File: config.mk
export PLATFORM = sky130hd
export DESIGN_NAME = crs_sequencer
export DESIGN_NICKNAME = d
export VERILOG_FILES = /design/src/crs_pkg.sv /design/src/crs_delay_counter.sv /design/src/crs_sequencer.sv
export SDC_FILE = /design/constraint.sdc
export NUM_CORES = 1
export LEC_CHECK = 0
export ABC_AREA = 1
export BUFFER_PORTS_ARGS = -buffer_cell sky130_fd_sc_hd__buf_4
export CORE_MARGIN = 2
export CORE_UTILIZATION = 49
export CTS_BUF_LIST = sky130_fd_sc_hd__clkbuf_4 sky130_fd_sc_hd__clkbuf_8
export DETAILED_ROUTE_END_ITERATION = 10
export PLACE_DENSITY = 0.88
export REMOVE_ABC_BUFFERS = 1
export SETUP_SLACK_MARGIN = 0.15
export SYNTH_ARGS = -nofsm -noshare
export SYNTH_HDL_FRONTEND = slang
export SYNTH_SLANG_ARGS = --single-unit
File: constraint.sdc
create_clock -name clock_i -period 1.55 [get_ports clock_i]
set_clock_uncertainty 0.15 [all_clocks]
set_input_delay 0.155 -clock clock_i [delete_from_list [all_inputs] [get_ports clock_i]]
set_output_delay 0.155 -clock clock_i [all_outputs]
set_load 0.03 [all_outputs]
File: src/crs_pkg.sv
/*
 * Constants, timing counts and carrier structs for the chip reset sequencer.
 * Assumes a single 100 MHz clock; typical times are converted to cycles here.
 */
// Summary of operation
// - Low reset pin holds reset, high releases
// - After processing, CPU runs on fast oscillator
// - First release, monitor on: 0.672/0.832 ms
// - First release, monitor off: 0.399/0.519 ms
// - Later releases, monitor on: 0.531/0.675 ms
// - Later releases, monitor off: 0.259/0.362 ms
// - Power-up adds stabilization wait before processing
// - Dual-mode pad floats on pin/power-on reset
// - Other resets pull dual-mode pad high
// - All other pads float during reset
// - Watchdog reset also resets the watchdog
// - CPU clock gated off during reset
// - Crystal stopped, crystal pins become inputs
// - External clock ignored, pin becomes input
// - Monitor runs only if it caused reset
// - Internal fault resets release by themselves
// - PC loaded from vector at locations 0,1
// - Opcode ff is illegal, raises reset
package crs_pkg;

	localparam int unsigned CLK_HZ      = 100_000_000;
	// Times in nanoseconds, as printed
	localparam int unsigned T_FIRST_LVD_NS  = 672_000;
	localparam int unsigned T_FIRST_OFF_NS  = 399_000;
	localparam int unsigned T_LATER_LVD_NS  = 531_000;
	localparam int unsigned T_LATER_OFF_NS  = 259_000;
	localparam int unsigned T_STAB_NS       = 990_000;
	// Upper bounds, kept for reference only
	localparam int unsigned T_FIRST_LVD_MAX_NS = 832_000;
	localparam int unsigned T_FIRST_OFF_MAX_NS = 519_000;
	localparam int unsigned T_LATER_LVD_MAX_NS = 675_000;
	localparam int unsigned T_LATER_OFF_MAX_NS = 362_000;
	localparam int unsigned T_STAB_MAX_NS      = 2_300_000;

	localparam int unsigned CLK_PERIOD_NS = 1_000_000_000 / CLK_HZ;

	// Typical times as cycle counts, rounded up
	localparam int unsigned CYC_FIRST_LVD = (T_FIRST_LVD_NS + CLK_PERIOD_NS - 1) / CLK_PERIOD_NS;
	localparam int unsigned CYC_FIRST_OFF = (T_FIRST_OFF_NS + CLK_PERIOD_NS - 1) / CLK_PERIOD_NS;
	localparam int unsigned CYC_LATER_LVD = (T_LATER_LVD_NS + CLK_PERIOD_NS - 1) / CLK_PERIOD_NS;
	localparam int unsigned CYC_LATER_OFF = (T_LATER_OFF_NS + CLK_PERIOD_NS - 1) / CLK_PERIOD_NS;
	localparam int unsigned CYC_STAB      = (T_STAB_NS + CLK_PERIOD_NS - 1) / CLK_PERIOD_NS;

	localparam int unsigned CNT_W = 18;

	localparam logic [15:0] RESET_VEC_LO_ADDR = 16'h0000;
	localparam logic [15:0] RESET_VEC_HI_ADDR = 16'h0001;
	localparam logic [7:0]  ILLEGAL_OPCODE    = 8'hff;

	// Reset source vector
	typedef struct packed {
		logic pin;
		logic por;
		logic supply_voltage_monitor;
		logic wdt;
		logic ill;
		logic par;
		logic iam;
	} crs_src_s;

	// Clock and pad controls toward the chip
	typedef struct packed {
		logic cpu_clk_en;
		logic fast_osc_sel;
		logic crystal_osc_en;
		logic crystal_pins_input;
		logic ext_clk_valid;
		logic monitor_run;
		logic pads_hiz;
		logic dual_pad_hiz;
		logic dual_pad_pullup;
	} crs_ctl_s;

endpackage : crs_pkg

File: src/crs_delay_counter.sv
/*
 * Down-counter that times one wait and flags its end.
 * Assumes load and count come from the sequencer in the same clock.
 */
`timescale 1ns/1ps
`default_nettype none
module crs_delay_counter #(
	parameter int unsigned W = 18
) (
	input  wire logic         clock_i,
	input  wire logic         reset_n_i,
	input  wire logic         load_i,
	input  wire logic [W-1:0] value_i,
	output logic              done_o
);
	logic [W-1:0] cnt_r;
	logic [W-1:0] cnt_nxt;
	logic         done_r;
	logic         done_nxt;

	// Load wins; count down to zero, flag done at zero
	always_comb begin
		cnt_nxt  = cnt_r;
		done_nxt = 1'b0;
		if (load_i) begin
			cnt_nxt = value_i;
		end else if (cnt_r != '0) begin
			cnt_nxt  = cnt_r - 1'b1;
			done_nxt = (cnt_r == {{(W-1){1'b0}}, 1'b1});
		end
	end

	always_ff @(posedge clock_i) begin
		if (!reset_n_i) begin
			cnt_r  <= '0;
			done_r <= 1'b0;
		end else begin
			cnt_r  <= cnt_nxt;
			done_r <= done_nxt;
		end
	end

	assign done_o = done_r;
endmodule : crs_delay_counter
`default_nettype wire

File: src/crs_sequencer.sv
/*
 * Chip reset sequencer: merges reset sources, times reset processing,
 * then releases the CPU on the fast internal oscillator.
 * Assumes all source inputs are synchronous to clock_i; reset_n_i is the
 * power-up reset of this logic itself.
 */
`timescale 1ns/1ps
`default_nettype none
module crs_sequencer #(
	parameter int unsigned CYC_FIRST_LVD = crs_pkg::CYC_FIRST_LVD,
	parameter int unsigned CYC_FIRST_OFF = crs_pkg::CYC_FIRST_OFF,
	parameter int unsigned CYC_LATER_LVD = crs_pkg::CYC_LATER_LVD,
	parameter int unsigned CYC_LATER_OFF = crs_pkg::CYC_LATER_OFF,
	parameter int unsigned CYC_STAB      = crs_pkg::CYC_STAB
) (
	input  wire logic             clock_i,
	input  wire logic             reset_n_i,
	input  wire logic             ext_reset_n_i,
	input  wire logic             por_n_i,
	input  wire logic             monitor_trip_i,
	input  wire logic             monitor_enable_i,
	input  wire logic             wdt_overflow_i,
	input  wire logic             opcode_valid_i,
	input  wire logic [7:0]       opcode_i,
	input  wire logic             ram_parity_err_i,
	input  wire logic             illegal_access_i,
	output logic                  cpu_reset_n_o,
	output logic                  wdt_reset_o,
	output logic                  load_vector_o,
	output logic [15:0]           vector_lo_addr_o,
	output logic [15:0]           vector_hi_addr_o,
	output crs_pkg::crs_ctl_s     ctl_o,
	output crs_pkg::crs_src_s     cause_o
);
	typedef enum logic [2:0] {
		ST_RESET,
		ST_STAB,
		ST_PROC,
		ST_RUN
	} crs_state_e;

	localparam int unsigned W = crs_pkg::CNT_W;

	crs_state_e        state_r, state_nxt;
	crs_pkg::crs_src_s cause_r, cause_nxt;
	logic              por_seen_r, por_seen_nxt;
	logic              first_por_r, first_por_nxt;
	logic              power_up_r, power_up_nxt;
	logic              wdt_rst_r, wdt_rst_nxt;
	logic              cpu_rst_n_r, cpu_rst_n_nxt;
	logic              load_vec_r, load_vec_nxt;
	crs_pkg::crs_ctl_s ctl_r, ctl_nxt;
	logic              cnt_load;
	logic [W-1:0]      cnt_val;
	logic              cnt_done;
	crs_pkg::crs_src_s live;
	logic              any_live;

	// Processing delay picked from power-on history and monitor use
	function automatic logic [W-1:0] proc_cycles(input logic first, input logic lvd_on);
		int unsigned c;
		c = first ? (lvd_on ? CYC_FIRST_LVD : CYC_FIRST_OFF)
		          : (lvd_on ? CYC_LATER_LVD : CYC_LATER_OFF);
		return c[W-1:0];
	endfunction : proc_cycles

	// Live levels of every source; fault pulses are latched below
	always_comb begin
		live     = '0;
		live.pin = !ext_reset_n_i;
		live.por = !por_n_i;
		live.supply_voltage_monitor = monitor_trip_i & monitor_enable_i;
		live.wdt = wdt_overflow_i;
		live.ill = opcode_valid_i && (opcode_i == crs_pkg::ILLEGAL_OPCODE);
		live.par = ram_parity_err_i;
		live.iam = illegal_access_i;
	end

	assign any_live = |live;

	crs_delay_counter #(
		.W (W)
	) u_delay (
		.clock_i   (clock_i),
		.reset_n_i (reset_n_i),
		.load_i    (cnt_load),
		.value_i   (cnt_val),
		.done_o    (cnt_done)
	);

	// Sequencer: any new source restarts from ST_RESET
	always_comb begin
		state_nxt     = state_r;
		cause_nxt     = cause_r;
		por_seen_nxt  = por_seen_r;
		first_por_nxt = first_por_r;
		power_up_nxt  = power_up_r;
		wdt_rst_nxt   = 1'b0;
		cnt_load      = 1'b0;
		cnt_val       = '0;
		load_vec_nxt  = 1'b0;
		if (any_live) begin
			state_nxt = ST_RESET;
			if (state_r == ST_RUN || state_r != ST_RESET) begin
				cause_nxt = live;
			end else begin
				cause_nxt = cause_r | live;
			end
			if (live.wdt) begin
				wdt_rst_nxt = 1'b1;
			end
			if (live.por) begin
				if (por_seen_r) begin
					first_por_nxt = 1'b0;
				end
				power_up_nxt = 1'b1;
			end
		end else begin
			unique case (state_r)
				ST_RESET: begin
					// Release from last deasserted source
					if (cause_r.por && !por_seen_r) begin
						por_seen_nxt = 1'b1;
					end
					if (power_up_r) begin
						state_nxt = ST_STAB;
						cnt_load  = 1'b1;
						cnt_val   = CYC_STAB[W-1:0];
					end else begin
						state_nxt = ST_PROC;
						cnt_load  = 1'b1;
						cnt_val   = proc_cycles(first_por_r, monitor_enable_i);
					end
				end
				ST_STAB: begin
					if (cnt_done) begin
						power_up_nxt = 1'b0;
						state_nxt    = ST_PROC;
						cnt_load     = 1'b1;
						cnt_val      = proc_cycles(first_por_r, monitor_enable_i);
					end
				end
				ST_PROC: begin
					if (cnt_done) begin
						state_nxt    = ST_RUN;
						load_vec_nxt = 1'b1;
						if (por_seen_r) begin
							first_por_nxt = 1'b0;
						end
					end
				end
				ST_RUN: begin
				end
				default: state_nxt = ST_RESET;
			endcase
		end
		cpu_rst_n_nxt = (state_nxt == ST_RUN);
	end

	// Clock and pad controls follow the next state
	always_comb begin
		logic in_reset;
		logic pin_or_por;
		in_reset   = (state_nxt != ST_RUN);
		pin_or_por = cause_nxt.pin | cause_nxt.por;
		ctl_nxt                    = '0;
		ctl_nxt.cpu_clk_en         = !in_reset;
		ctl_nxt.fast_osc_sel       = 1'b1;
		ctl_nxt.crystal_osc_en     = 1'b0;
		ctl_nxt.crystal_pins_input = 1'b1;
		ctl_nxt.ext_clk_valid      = 1'b0;
		ctl_nxt.monitor_run        = in_reset ? cause_nxt.supply_voltage_monitor : monitor_enable_i;
		ctl_nxt.pads_hiz           = in_reset;
		ctl_nxt.dual_pad_hiz       = in_reset && pin_or_por;
		ctl_nxt.dual_pad_pullup    = !(in_reset && pin_or_por);
	end

	always_ff @(posedge clock_i) begin
		if (!reset_n_i) begin
			state_r     <= ST_RESET;
			// Power-up of this logic counts as the first power-on release
			cause_r     <= '{por: 1'b1, default: 1'b0};
			por_seen_r  <= 1'b0;
			first_por_r <= 1'b1;
			power_up_r  <= 1'b1;
			wdt_rst_r   <= 1'b0;
			cpu_rst_n_r <= 1'b0;
			load_vec_r  <= 1'b0;
			// Pads float, crystal off, fast clock picked while held
			ctl_r       <= '{fast_osc_sel: 1'b1, crystal_pins_input: 1'b1, pads_hiz: 1'b1,
			                 dual_pad_hiz: 1'b1, default: 1'b0};
		end else begin
			state_r     <= state_nxt;
			cause_r     <= cause_nxt;
			por_seen_r  <= por_seen_nxt;
			first_por_r <= first_por_nxt;
			power_up_r  <= power_up_nxt;
			wdt_rst_r   <= wdt_rst_nxt;
			cpu_rst_n_r <= cpu_rst_n_nxt;
			load_vec_r  <= load_vec_nxt;
			ctl_r       <= ctl_nxt;
		end
	end

	// Vector addresses are fixed but registered for clean outputs
	always_ff @(posedge clock_i) begin
		vector_lo_addr_o <= crs_pkg::RESET_VEC_LO_ADDR;
		vector_hi_addr_o <= crs_pkg::RESET_VEC_HI_ADDR;
	end

	assign cpu_reset_n_o = cpu_rst_n_r;
	assign wdt_reset_o   = wdt_rst_r;
	assign load_vector_o = load_vec_r;
	assign ctl_o         = ctl_r;
	assign cause_o       = cause_r;
endmodule : crs_sequencer
`default_nettype wire

# After elaboration in Yosys (flattened, before gate mapping)
# Cells that the tools add are included.
# totals
latchBits	0
mem_bits_rw	0
rom_bits	0
regBits	44
n_memories	0
out_inout_bits	51
# op_classes
mul	0
div	0
n_eq_ne	8
bitwise	7
n_mux	30
add_sub_neg	1
magnitude_cmp	0
n_reduce_logical	23
shifts	0
# op_table
operator	n
17-bit 2-to-1 mux	5
18-bit 2-to-1 mux	2
17-bit one-hot mux with 2 select lines	1
18-bit by 1-bit == test with 1-bit output (second input constant)	1
18-bit nonzero test	1
18-bit by 1-bit subtractor with 18-bit output (second input constant)	1
16-bit 2-to-1 mux	1
7-bit 2-to-1 mux	2
1-bit 2-to-1 mux	13
3-bit one-hot mux with 4 select lines	1
3-bit by 2-bit == test with 1-bit output (second input constant)	3
3-bit 2-to-1 mux	3
3-bit AND reduction	3
9-bit OR reduction	1
8-bit == test (second input constant)	1
2-bit nonzero test	4
7-bit OR	1
7-bit OR reduction	1
1-bit zero test	5
1-bit inverter	4
3-bit by 1-bit == test with 1-bit output (second input constant)	1
1-bit logical AND	3
3-bit zero test	1
3-bit by 2-bit inequality test with 1-bit output (second input constant)	1
9 further kinds	9

# Longest topological paths before layout
# Gate-level depths: netlist of run 1.
# depth
depth_word	8
ltp_mapped	10
depth_no_buf	10

# Hierarchy
# A second synthesis of run 1 with hierarchy kept.
# unflattened
cells_unflattened	390
hier_area_um2	2668.8
# modules_own_cells
module	instances	cells_each	area_each_um2	seq_area_each_um2
crs_delay_counter	1	217	1340.0	380.4
crs_sequencer	1	173	1328.8	400.4

# Least setup slack after synthesis of run 1
# OpenSTA, ideal clock, no wires.
# synth_path
path_type	reg2reg
startpoint	reg u_delay.cnt_r[0]
endpoint	reg u_delay.cnt_r[3]
stages_incl_launch_ff	10
setup_slack_ps	22
t_arrival_ps	1304
n_path_buf	0
period_less_slack_ps	1528
setup_time_ps	73
required_ps	1327
path_cell_list	dfxtp_1 inv_1 ha_1 nand2_2 nor2_4 nand3_1 clkinv_1 nand2_2 inv_1 nor3_2
# synth_via
elab_chain_len	3
word_cells_on_any_way	5
classes_between	add/sub (1); mux (2); reduce/logical (2)
# synth_lines
element	line_no	text
start: declaration	crs_delay_counter.sv:16	logic [W-1:0] cnt_r;
start signal: assignment	crs_delay_counter.sv:38	cnt_r <= cnt_nxt;
18-bit by 1-bit subtractor with 18-bit output	crs_delay_counter.sv:28	cnt_nxt = cnt_r - 1'b1;
18-bit 2-to-1 mux	crs_delay_counter.sv:27	end else if (cnt_r != '0) begin
18-bit 2-to-1 mux	crs_delay_counter.sv:25	if (load_i) begin
# Several ways; a longest one is shown, not always the timed one. The select of a mux whose other input is x is not followed.
# A chain may end at the register's enable or synchronous reset.

# Final worst setup path of run 1
# layout_path
startpoint	reg u_delay.cnt_r[1]
endpoint	reg u_delay.cnt_r[1]
# The elaborated chain is that of the path after synthesis.

==> results of run 1 <==
worst max-delay path: stages, from the launching register on:
cell and delay (ps):
dfxtp_2 340, inv_2 70, ha_4 160, nand2_4 80
nor2_4 190, nand3_2 130, buf_6 150, nand3b_1 100
a21oi_1 70
metal layers:
layer  vias to the layer above  wire length, um  global-route usage
met5                         -                0                   0
li1                       1296                -                   -
met3                        24              505             0.05476
met2                       134             3785              0.4589
met4                         0              252             0.09455
met1                      1223             2650              0.2645
report_power, final:
| part | switching (mW) | total (mW) | internal, mW |
|---|---|---|---|
| logic | 2.45 | 4.10 | 1.65 |
| registers | 0.307 | 1.57 | 1.27 |
| clock network | 0.383 | 0.862 | 0.479 |
logic make-up (layout without fill, tap and decap cells):
family | Yosys count | count (layout)
and+or+nand+nor | 229 | 229
AOI/OAI and AO/OA | 26 | 26
other | 2 | 37
xor gates and xnor gates | 2 | 2
adders and majority gates | 6 | 6
buffers and inverters | 88 | 133
DFF | 39 | 39
Yosys cell counts, types with 2 or more instances:
master	number	area, um2
ha_1	6	75.07
nand3_2	3	30.03
a211oi_1	2	15.01
a21oi_1	11	55.05
nor2_1	58	217.7
buf_4	37	277.8
clkbuf_1	3	11.26
nor2_4	4	45.04
dfxtp_1	39	780.8
nand4_1	5	31.28
xor2_1	2	17.52
inv_1	41	153.9
conb_1	2	7.510
nand2_1	113	424.2
nand3_1	30	150.1
o21ai_0	9	45.04
nor2_2	4	25.02
buf_6	2	22.52
nand2_2	3	18.77
o21ai_1	3	15.01
inv_2	4	15.01
state kept, by name (all words and copies together), names as in the netlist:
register and flops:
cause_o 7, cpu_reset_n_o 1, ctl_o 4, first_por_r 1, load_vector_o 1, por_seen_r 1, power_up_r 1, state_r 3
u_delay.cnt_r 18, u_delay.done_o 1, wdt_reset_o 1
per-stage QoR:
| step | power (mW) | setup TNS, ps |
|---|---|---|
| finish | 6.533 | -9.855 |
| detailed placement | 4.593 | -787.2 |
| global route | 7.035 | -1051 |
| CTS | 6.100 | 0 |
| global placement | 4.521 | -48.80 |
| floorplan | 3.612 | 0 |
final cells by class:
class / instances / area, um2
fill: 424 / 1622
clock inverter: 3 / 43.79
inverter: 46 / 176.4
timing repair buffer: 79 / 624.3
clock buffer: 5 / 68.82
sequential: 39 / 793.3
tap: 70 / 87.58
multi-input combinational: 300 / 1627
what timing repair did:
item | 4_1_cts | 5_1_grt
hold buffers | 5 | 0
pin swaps | 28 | 8
endpoints found under the setup margin | 22 | 24
endpoints found under the hold margin | 6 | 0
buffers inserted | 10 | 4
resized for setup | 60 | 21
cloned | 0 | 0
final timing paths:
kind / startpoint / endpoint / slack (ps) / depth (start not counted)
max: u_delay.cnt_r[1] / u_delay.cnt_r[1] / -10 / 8
max reg2reg: u_delay.cnt_r[1] / u_delay.cnt_r[1] / -10 / 8
min: ext_reset_n_i / ctl_o[0] / 10 / 3
min reg2reg: por_seen_r / por_seen_r / 310 / 2
==> results.json, run 1 <==
{
  "antenna_cells": 0,
  "p_per_area_mw_per_mm2": 1910,
  "antenna_found_initial": 0,
  "placed_cell_area_mm2": 0.002893,
  "die_w_um": 75.93,
  "fin_util": 0.6784,
  "drt_iter0_markers": 207,
  "syn2layout_area_growth_pct": 34.95,
  "setup_viol": 1,
  "cp_data_arrival_time_ps": 1590,
  "critical_path_class": "reg2reg",
  "peakVddDrop_mv": 0.8367,
  "synth_edf_count": 0,
  "grt_max_degree": 19,
  "syn_area_per_cell_um2": 6.467,
  "drive_above_1_share": 0.3305,
  "rsz0062_at_grt": "yes",
  "postLayoutSetupSlackWorst_ps": -9.855,
  "grt_pass1_wl_mm": 11.46,
  "ys_types": 32,
  "post_drt_wl_per_cell_um": 13.27,
  "max-cap-violations": 0,
  "initial_utilization": 0.5027,
  "drt-pass1-iter-count": 4,
  "cts_tree": "built",
  "synthCells": 392,
  "synth_top_family_by_area": "simple AND/OR/NAND/NOR gates",
  "finalCriticalPeriod_ps": 1560,
  "routed_wl_mm": 7.193,
  "cts_buffers": 5,
  "period_share": 1.006,
  "startpoint_type": "register",
  "cts_buffer_depth": 2,
  "yosys.area_share.xor_xnor": 0.006910,
  "final_common_cell": "nand2_1",
  "grt_usage": 0.2441,
  "routabilityCongestion": 0.9408,
  "leakagePower_nw": 1.788,
  "hold_class": "in2reg",
  "seq_area_frac_synth": 0.3080,
  "hpwl_mm": 4.749,
  "fin_hold_ws_ps": 14.51,
  "clockRootBuffer": "clkbuf_8",
  "synth_warnings": 0,
  "drc": 0,
  "synth_mux_area_frac": 0,
  "synth_compound_area_frac": 0.05429,
  "worstSetupEndpointType": "register",
  "synthArstFlopShare": 0,
  "final_nets": 495,
  "place_ws_ps": -91.24,
  "synth_fa_ha_area_frac": 0.02962,
  "htree_levels": 2,
  "insertion_delay_ps": 300,
  "place_inst": 515,
  "core_area_mm2": 0.005042,
  "io_buffers": 32,
  "synthFlopType": "dfxtp_1",
  "final_cell_mix": "nand2_1, buf_4, nor2_1, inv_1, conb_1",
  "synth-seq-cells": 39,
  "status": "complete, but fails checks",
  "grt.overflow.total": 0,
  "finish.instance_area_mm2": 0.003421,
  "fmax_mhz": 641.1,
  "yosys.area_share.simple": 0.4072,
  "grt_pass1_vias": 2589,
  "via_per_inst": 4.939,
  "cts.sinks": 39,
  "pin_count": 69,
  "clk_pin_slew_ps": 80,
  "drv_slew": 0,
  "rows": 26,
  "vias": 2677,
  "die_area_mm2": 0.005765,
  "violations": "setup timing",
  "crit_fanout": 5,
  "crit_required_ps": 1580,
  "die_y_um": 75.93,
  "syn_area_mm2": 0.002535,
  "finalHoldViolations": 0,
  "ant_nets": 0,
  "final-instance-count-excl-fill": 542
}
(Power assumes the default switching activity.)
==> run 2, diff against run 1 <==
--- a/config.mk
+++ b/config.mk
@@ -7,13 +7,15 @@
 export LEC_CHECK = 0
 export ABC_AREA = 1
 export BUFFER_PORTS_ARGS = -buffer_cell sky130_fd_sc_hd__buf_4
+export CAP_MARGIN = 20
 export CORE_MARGIN = 2
-export CORE_UTILIZATION = 49
+export CORE_UTILIZATION = 50
 export CTS_BUF_LIST = sky130_fd_sc_hd__clkbuf_4 sky130_fd_sc_hd__clkbuf_8
 export DETAILED_ROUTE_END_ITERATION = 10
-export PLACE_DENSITY = 0.88
+export PLACE_DENSITY = 0.89
 export REMOVE_ABC_BUFFERS = 1
 export SETUP_SLACK_MARGIN = 0.15
 export SYNTH_ARGS = -nofsm -noshare
 export SYNTH_HDL_FRONTEND = slang
+export SYNTH_HIERARCHICAL = 1
 export SYNTH_SLANG_ARGS = --single-unit
==> run 2 against run 1 <==
The run still ends with setup timing left. Synthesized area grew 5.3%. Non-clock buffer count increased by 10. Highest routed layer unchanged. Sequential share of layout area fell by 2.3 points. Wire length is 14% higher. Synthesized cell count is 0.51% lower. Power decreased by 11%.
==> results.json, run 2 <==
{
  "finalHoldViolations": 0,
  "largest_register_ff_count": 18,
  "insertion_delay_ps": 300,
  "p_per_area_mw_per_mm2": 1532,
  "startpoint_type": "register",
  "die_area_mm2": 0.005938,
  "cp_data_arrival_time_ps": 1700,
  "rsz0062_at_grt": "yes",
  "clockRootBuffer": "clkbuf_8",
  "seq_area_frac_synth": 0.2925,
  "syn2layout_area_growth_pct": 41.87,
  "hpwl_mm": 4.785,
  "max-cap-violations": 0,
  "drc": 0,
  "leakagePower_nw": 1.868,
  "synthFlopType": "dfxtp_1",
  "finalCriticalPeriod_ps": 1632,
  "ys_types": 39,
  "final_common_cell": "nand2_1",
  "rows": 26,
  "pin_count": 69,
  "synth_top_cell_by_area": "dfxtp_1",
  "synthArstFlopShare": 0,
  "regMostFlops": "u_delay/cnt_r",
  "vias": 2916,
  "final_cell_mix": "nand2_1, buf_4, conb_1, inv_1, dfxtp_1",
  "grt_max_degree": 24,
  "antenna_found_initial": 0,
  "multi_input_area_mm2": 0.001843,
  "synth_most_common_cell": "nand2_1",
  "cts_buffer_depth": 2,
  "drt_iter0_markers": 172,
  "critical_path_class": "reg2reg",
  "synthCells": 390,
  "synth_warnings": 6,
  "fmax_mhz": 612.9,
  "final-instance-count-excl-fill": 552,
  "hold_class": "in2reg",
  "initial_utilization": 0.5192,
  "period_share": 1.053,
  "crit_required_ps": 1620,
  "ys_top_cells_by_count": "nand2_1, nor2_1, dfxtp_1",
  "htree_levels": 2,
  "peakVddDrop_mv": 0.8687,
  "drt-pass1-iter-count": 5,
  "grt.overflow.total": 0,
  "seqCellArea_um2": 789.5,
  "clk_pin_slew_ps": 80,
  "cts.sinks": 39,
  "routabilityCongestion": 0.9657,
  "synth-seq-cells": 39,
  "syn_area_per_cell_um2": 6.843,
  "die_y_um": 77.06,
  "final_nets": 505,
  "ant_nets": 0,
  "status": "complete, but fails checks",
  "synth_top_area_frac": 0.2925,
  "syn_area_mm2": 0.002669,
  "violations": "setup timing",
  "setup_viol": 16,
  "r2r_slack_ps": -80,
  "die_w_um": 77.06,
  "grt_pass1_wl_mm": 11.46,
  "via_per_inst": 5.283,
  "place_inst": 521,
  "antenna_cells": 0,
  "cts_buffers": 5,
  "core_area_mm2": 0.005140,
  "routed_wl_mm": 8.200,
  "crit_fanout": 12,
  "p_total_mw": 5.799,
  "fillers": 356,
  "grt_pass1_vias": 2661,
  "cts_tree": "built",
  "post_drt_wl_per_cell_um": 14.86,
  "grt_usage": 0.2396,
  "synth_edf_count": 0,
  "drv_slew": 0,
  "worstSetupEndpointType": "register",
  "drive_above_1_share": 0.4046,
  "synth_area_leaders": "dfxtp_1, nand2_1, buf_4",
  "postLayoutSetupSlackWorst_ps": -81.63,
  "io_buffers": 32
}
==> run 2: changes by cell type after synthesis, moves of 3 or more <==
cell and change:
nor3_1 +7, a21oi_2 +6, o21a_1 +3, nor2_1 -16
nand2_1 -11, nand3_1 -3, o21ai_1 -3, nor3_2 +3
inv_1 -3, nor2_2 +3, o21ai_0 +3
==> run 2: through the flow <==
| step | util | worst slack [ps] | TNS, ps | hold slack (ps) | instance area, um2 |
|---|---|---|---|---|---|
| 3_5_place_dp | 0.6020 | -286.1 | -3754 | 289.9 | 3094 |
| 6_report | 0.7366 | -81.63 | -498.0 | 3.555 | 3786 |
| 2_1_floorplan | - | -825.8 | -13540 | 73.72 | 2491 |
| 4_1_cts | 0.6750 | -52.01 | -112.6 | 0.7884 | 3470 |
| 5_1_grt | 0.7366 | -139.6 | -1752 | 13.58 | 3786 |
| 3_3_place_gp | 0.6020 | -268.4 | -3108 | 282.2 | 3094 |
==> run 2: metal layers <==
metal  global-route usage  wire, um  vias up
met2               0.4754      4360      182
li1                     -         -     1337
met3              0.05529       618       49
met5                    0         0        -
met1               0.2383      2885     1348
met4              0.08929       335        0
==> run 2: cell families after synthesis <==
kind of cell / share of synthesized area
xor+xnor: 0.01313
fa+ha+maj: 0.02813
buf+inv: 0.1810
other cells: 0.002814
compound gates: 0.09282
flops: 0.2925
simple gates: 0.3896
==> run 2: final timing paths <==
| path | cells past startpoint | start | end |
|---|---|---|---|
| setup / recovery | 8 | state_r[1] | u_delay/cnt_r[7] |
| hold / removal | 4 | wdt_overflow_i | wdt_reset_o |
| setup reg to reg | 8 | state_r[1] | u_delay/cnt_r[7] |
| hold reg to reg | 1 | por_seen_r | por_seen_r |
==> run 2: critical path: stages (launching register included) <==
cell	delay [ps]
dfxtp_2	330
nor2_4	120
o21ai_2	70
or2_4	260
buf_12	160
a21oi_4	120
nand2_1	60
a21boi_1	130
nor3_1	150
==> run 2: what timing repair did <==
action	CTS	global route
endpoints found under the setup margin	23	29
gates cloned	2	1
pin swaps	13	25
hold buffers	1	0
resized for setup	62	54
setup buffers	5	14
endpoints found under the hold margin	1	0
==> run 2: power breakdown <==
| part | switching, mW | leakage (nW) | total (mW) | internal, mW |
|---|---|---|---|---|
| clock network | 0.364 | 0.0549 | 0.788 | 0.424 |
| registers | 0.232 | 0.322 | 1.44 | 1.21 |
| logic | 2.13 | 1.49 | 3.57 | 1.44 |
| total | 2.73 | 1.87 | 5.80 | 3.07 |
==> run 2: layout make-up <==
cell class                      instances  share of cell area
Clock buffer                            8             0.02743
Tap cell                               70             0.02313
Inverter                               43             0.04693
Sequential cell                        39              0.2085
Multi-Input combinational cell        303              0.4868
Timing Repair Buffer                   89              0.2072
==> run 3, diff against run 2 <==
--- a/config.mk
+++ b/config.mk
@@ -13,7 +13,6 @@
 export CTS_BUF_LIST = sky130_fd_sc_hd__clkbuf_4 sky130_fd_sc_hd__clkbuf_8
 export DETAILED_ROUTE_END_ITERATION = 10
 export PLACE_DENSITY = 0.89
-export REMOVE_ABC_BUFFERS = 1
 export SETUP_SLACK_MARGIN = 0.15
 export SYNTH_ARGS = -nofsm -noshare
 export SYNTH_HDL_FRONTEND = slang
==> run 3 against run 2 <==
Clock power increased by 29%. Critical endpoint is now u_delay/cnt_r[1]. Non-clock buffer count unchanged. Power is 3.1% lower. Critical path type unchanged. Worst setup slack worse by 40 ps. Count of clock-buffer cells in the layout is 3 lower. Combinational power is 9.0% lower. The flow still finishes with violations (setup timing). Via count shrank 8.7%. Sequential power shrank 6%.
==> results.json, run 3 (synthesis results as in run 2) <==
{
  "status": "complete, but fails checks",
  "violations": "setup timing",
  "grt_use_met2": 0.4272,
  "drt_iter0_markers": 128,
  "p_comb_frac": 0.579,
  "peakVddDrop_mv": 0.8020,
  "p_int_mw": 3.156,
  "grtUsageMet3": 0.04824,
  "drt-pass1-iter-count": 4,
  "p_clk_frac": 0.181,
  "routabilityCongestion": 0.9648,
  "syn2layout_area_growth_pct": 35.30,
  "cp-startpoint": "state_r[0]",
  "post_drt_wl_per_cell_um": 12.16,
  "rows": 26,
  "ff2ff_path_depth": 8,
  "grt_pass1_wl_mm": 10.82,
  "max-cap-violations": 0,
  "die_y_um": 77.06,
  "die_w_um": 77.06,
  "htree_levels": 2,
  "hpwl_mm": 5.095,
  "critical_path_class": "reg2reg",
  "crit_fanout": 6,
  "startpoint_type": "register",
  "largest_register_ff_count": 18,
  "cp_data_arrival_time_ps": 1710,
  "ant_nets": 0,
  "grt_usage": 0.2237,
  "r2r-start": "state_r[0]",
  "grt.overflow.total": 0,
  "grt_max_degree": 18,
  "final_nets": 505,
  "final_common_cell": "nand2_1",
  "cts.sinks": 39,
  "busiest_layer": "met2",
  "regMostFlops": "u_delay/cnt_r",
  "setup_tns_ps": -1646,
  "cts_buffer_depth": 2,
  "drv_slew": 0,
  "drive_above_1_share": 0.3672,
  "postLayoutSetupSlackWorst_ps": -121.8,
  "period_share": 1.079,
  "vias": 2663,
  "crit_required_ps": 1590,
  "io_buffers": 32,
  "worstSetupEndpointType": "register",
  "worstReg2RegEnd": "u_delay/cnt_r[1]",
  "leakagePower_nw": 1.823,
  "p_per_area_mw_per_mm2": 1556,
  "drc": 0,
  "grt_use_met1": 0.2449,
  "clk_pin_slew_ps": 80,
  "cts_buffers": 5,
  "insertion_delay_ps": 300,
  "final_cell_mix": "nand2_1, buf_4, conb_1, nor2_1, dfxtp_1",
  "antenna_cells": 0,
  "hold_class": "in2reg",
  "fmax_mhz": 598.1,
  "seqPwrFrac": 0.240,
  "setup_viol": 19,
  "pin_count": 69,
  "power_switching_share": 0.4383,
  "finalHoldViolations": 0,
  "cts_tree": "built",
  "clockRootBuffer": "clkbuf_8",
  "power_switching_mw": 2.463,
  "r2r_slack_ps": -120,
  "antenna_found_initial": 0,
  "via_per_inst": 4.824,
  "rsz0062_at_grt": "yes",
  "initial_utilization": 0.5192,
  "core_area_mm2": 0.005140,
  "die_area_mm2": 0.005938,
  "routed_wl_mm": 6.715,
  "grt_pass1_vias": 2527,
  "crit_end": "u_delay/cnt_r[1]",
  "place_ws_ps": -229.8,
  "finalCriticalPeriod_ps": 1672
}
-- run 3: cell count changes in the layout (fill, tap and decap cells not counted), moves of 4 or more --
cell / delta
nand2_4: -5
dfxtp_1: +4
buf_4: +14
nor2_1: +5
buf_6: -17
nor2_4: -8
dfxtp_2: -4
-- run 3: metrics by stage --
stage | area (um2) | utilization | total power, mW | hold WS [ps] | cells
detailed placement | 3274 | 0.6371 | 4.348 | 310.1 | 537
global route | 3611 | 0.7025 | 6.042 | 17.22 | 552
finish | 3611 | 0.7025 | 5.619 | 20.08 | 552
CTS | 3543 | 0.6894 | 5.504 | 11.69 | 549
global placement | 3274 | 0.6371 | 4.261 | 292.4 | 537
floorplan | 2892 | - | 3.430 | 92.13 | 428
-- run 3: what timing repair did --
action                                  CTS  global route
endpoints found under the setup margin   27            33
hold endpoints to repair                  2             0
gates resized for setup                  29            17
pin swaps                                 5             5
hold buffers                              2             0
setup buffers                             1             2
gates cloned                              1             1
-- run 3: worst min path at each step --
| stage | start | endpoint | slack [ps] | cells past startpoint |
|---|---|---|---|---|
| after global routing | wdt_overflow_i | wdt_reset_o | 20 | 4 |
| after global placement | illegal_access_i | cause_o[0] | 290 | 3 |
| after detailed placement | reset_n_i | first_por_r | 310 | 2 |
| final | wdt_overflow_i | wdt_reset_o | 20 | 4 |
| after floorplan | por_n_i | power_up_r | 90 | 1 |
| after CTS | wdt_overflow_i | wdt_reset_o | 10 | 4 |
-- run 3: worst max-delay path: stages (launching register included) --
cell     delay, ps
dfxtp_1        350
inv_1           70
o21ai_2        130
or2_4          190
inv_4           70
inv_6           90
nand4_4        180
o21ai_0        270
nor2_1          70
-- run 3: final cells by class --
class,instances,area (um2)
clock buffers,5,68.82
clock inverters,3,67.56
fillers,418,1529
inverters,43,181.4
multi-input cells,303,1703
flip-flops and latches,39,784.5
well taps,70,87.58
repair buffers,89,718.2
-- run 3: layer usage --
metal,up-vias,part of all wire
met2,88,0.54
met3,12,0.056
met4,0,0.016
met5,-,0
li1,1340,-
met1,1223,0.39
-- run 3: power by group through the flow --
| stage | clock (mW) | combinational, mW | sequential [mW] |
|---|---|---|---|
| 2_1_floorplan | 0 | 2.03 | 1.40 |
| 3_3_place_gp | 0 | 2.91 | 1.35 |
| 3_5_place_dp | 0 | 2.99 | 1.36 |
| 4_1_cts | 1.03 | 3.14 | 1.34 |
| 5_1_grt | 1.08 | 3.60 | 1.37 |
| 6_report | 1.02 | 3.25 | 1.35 |
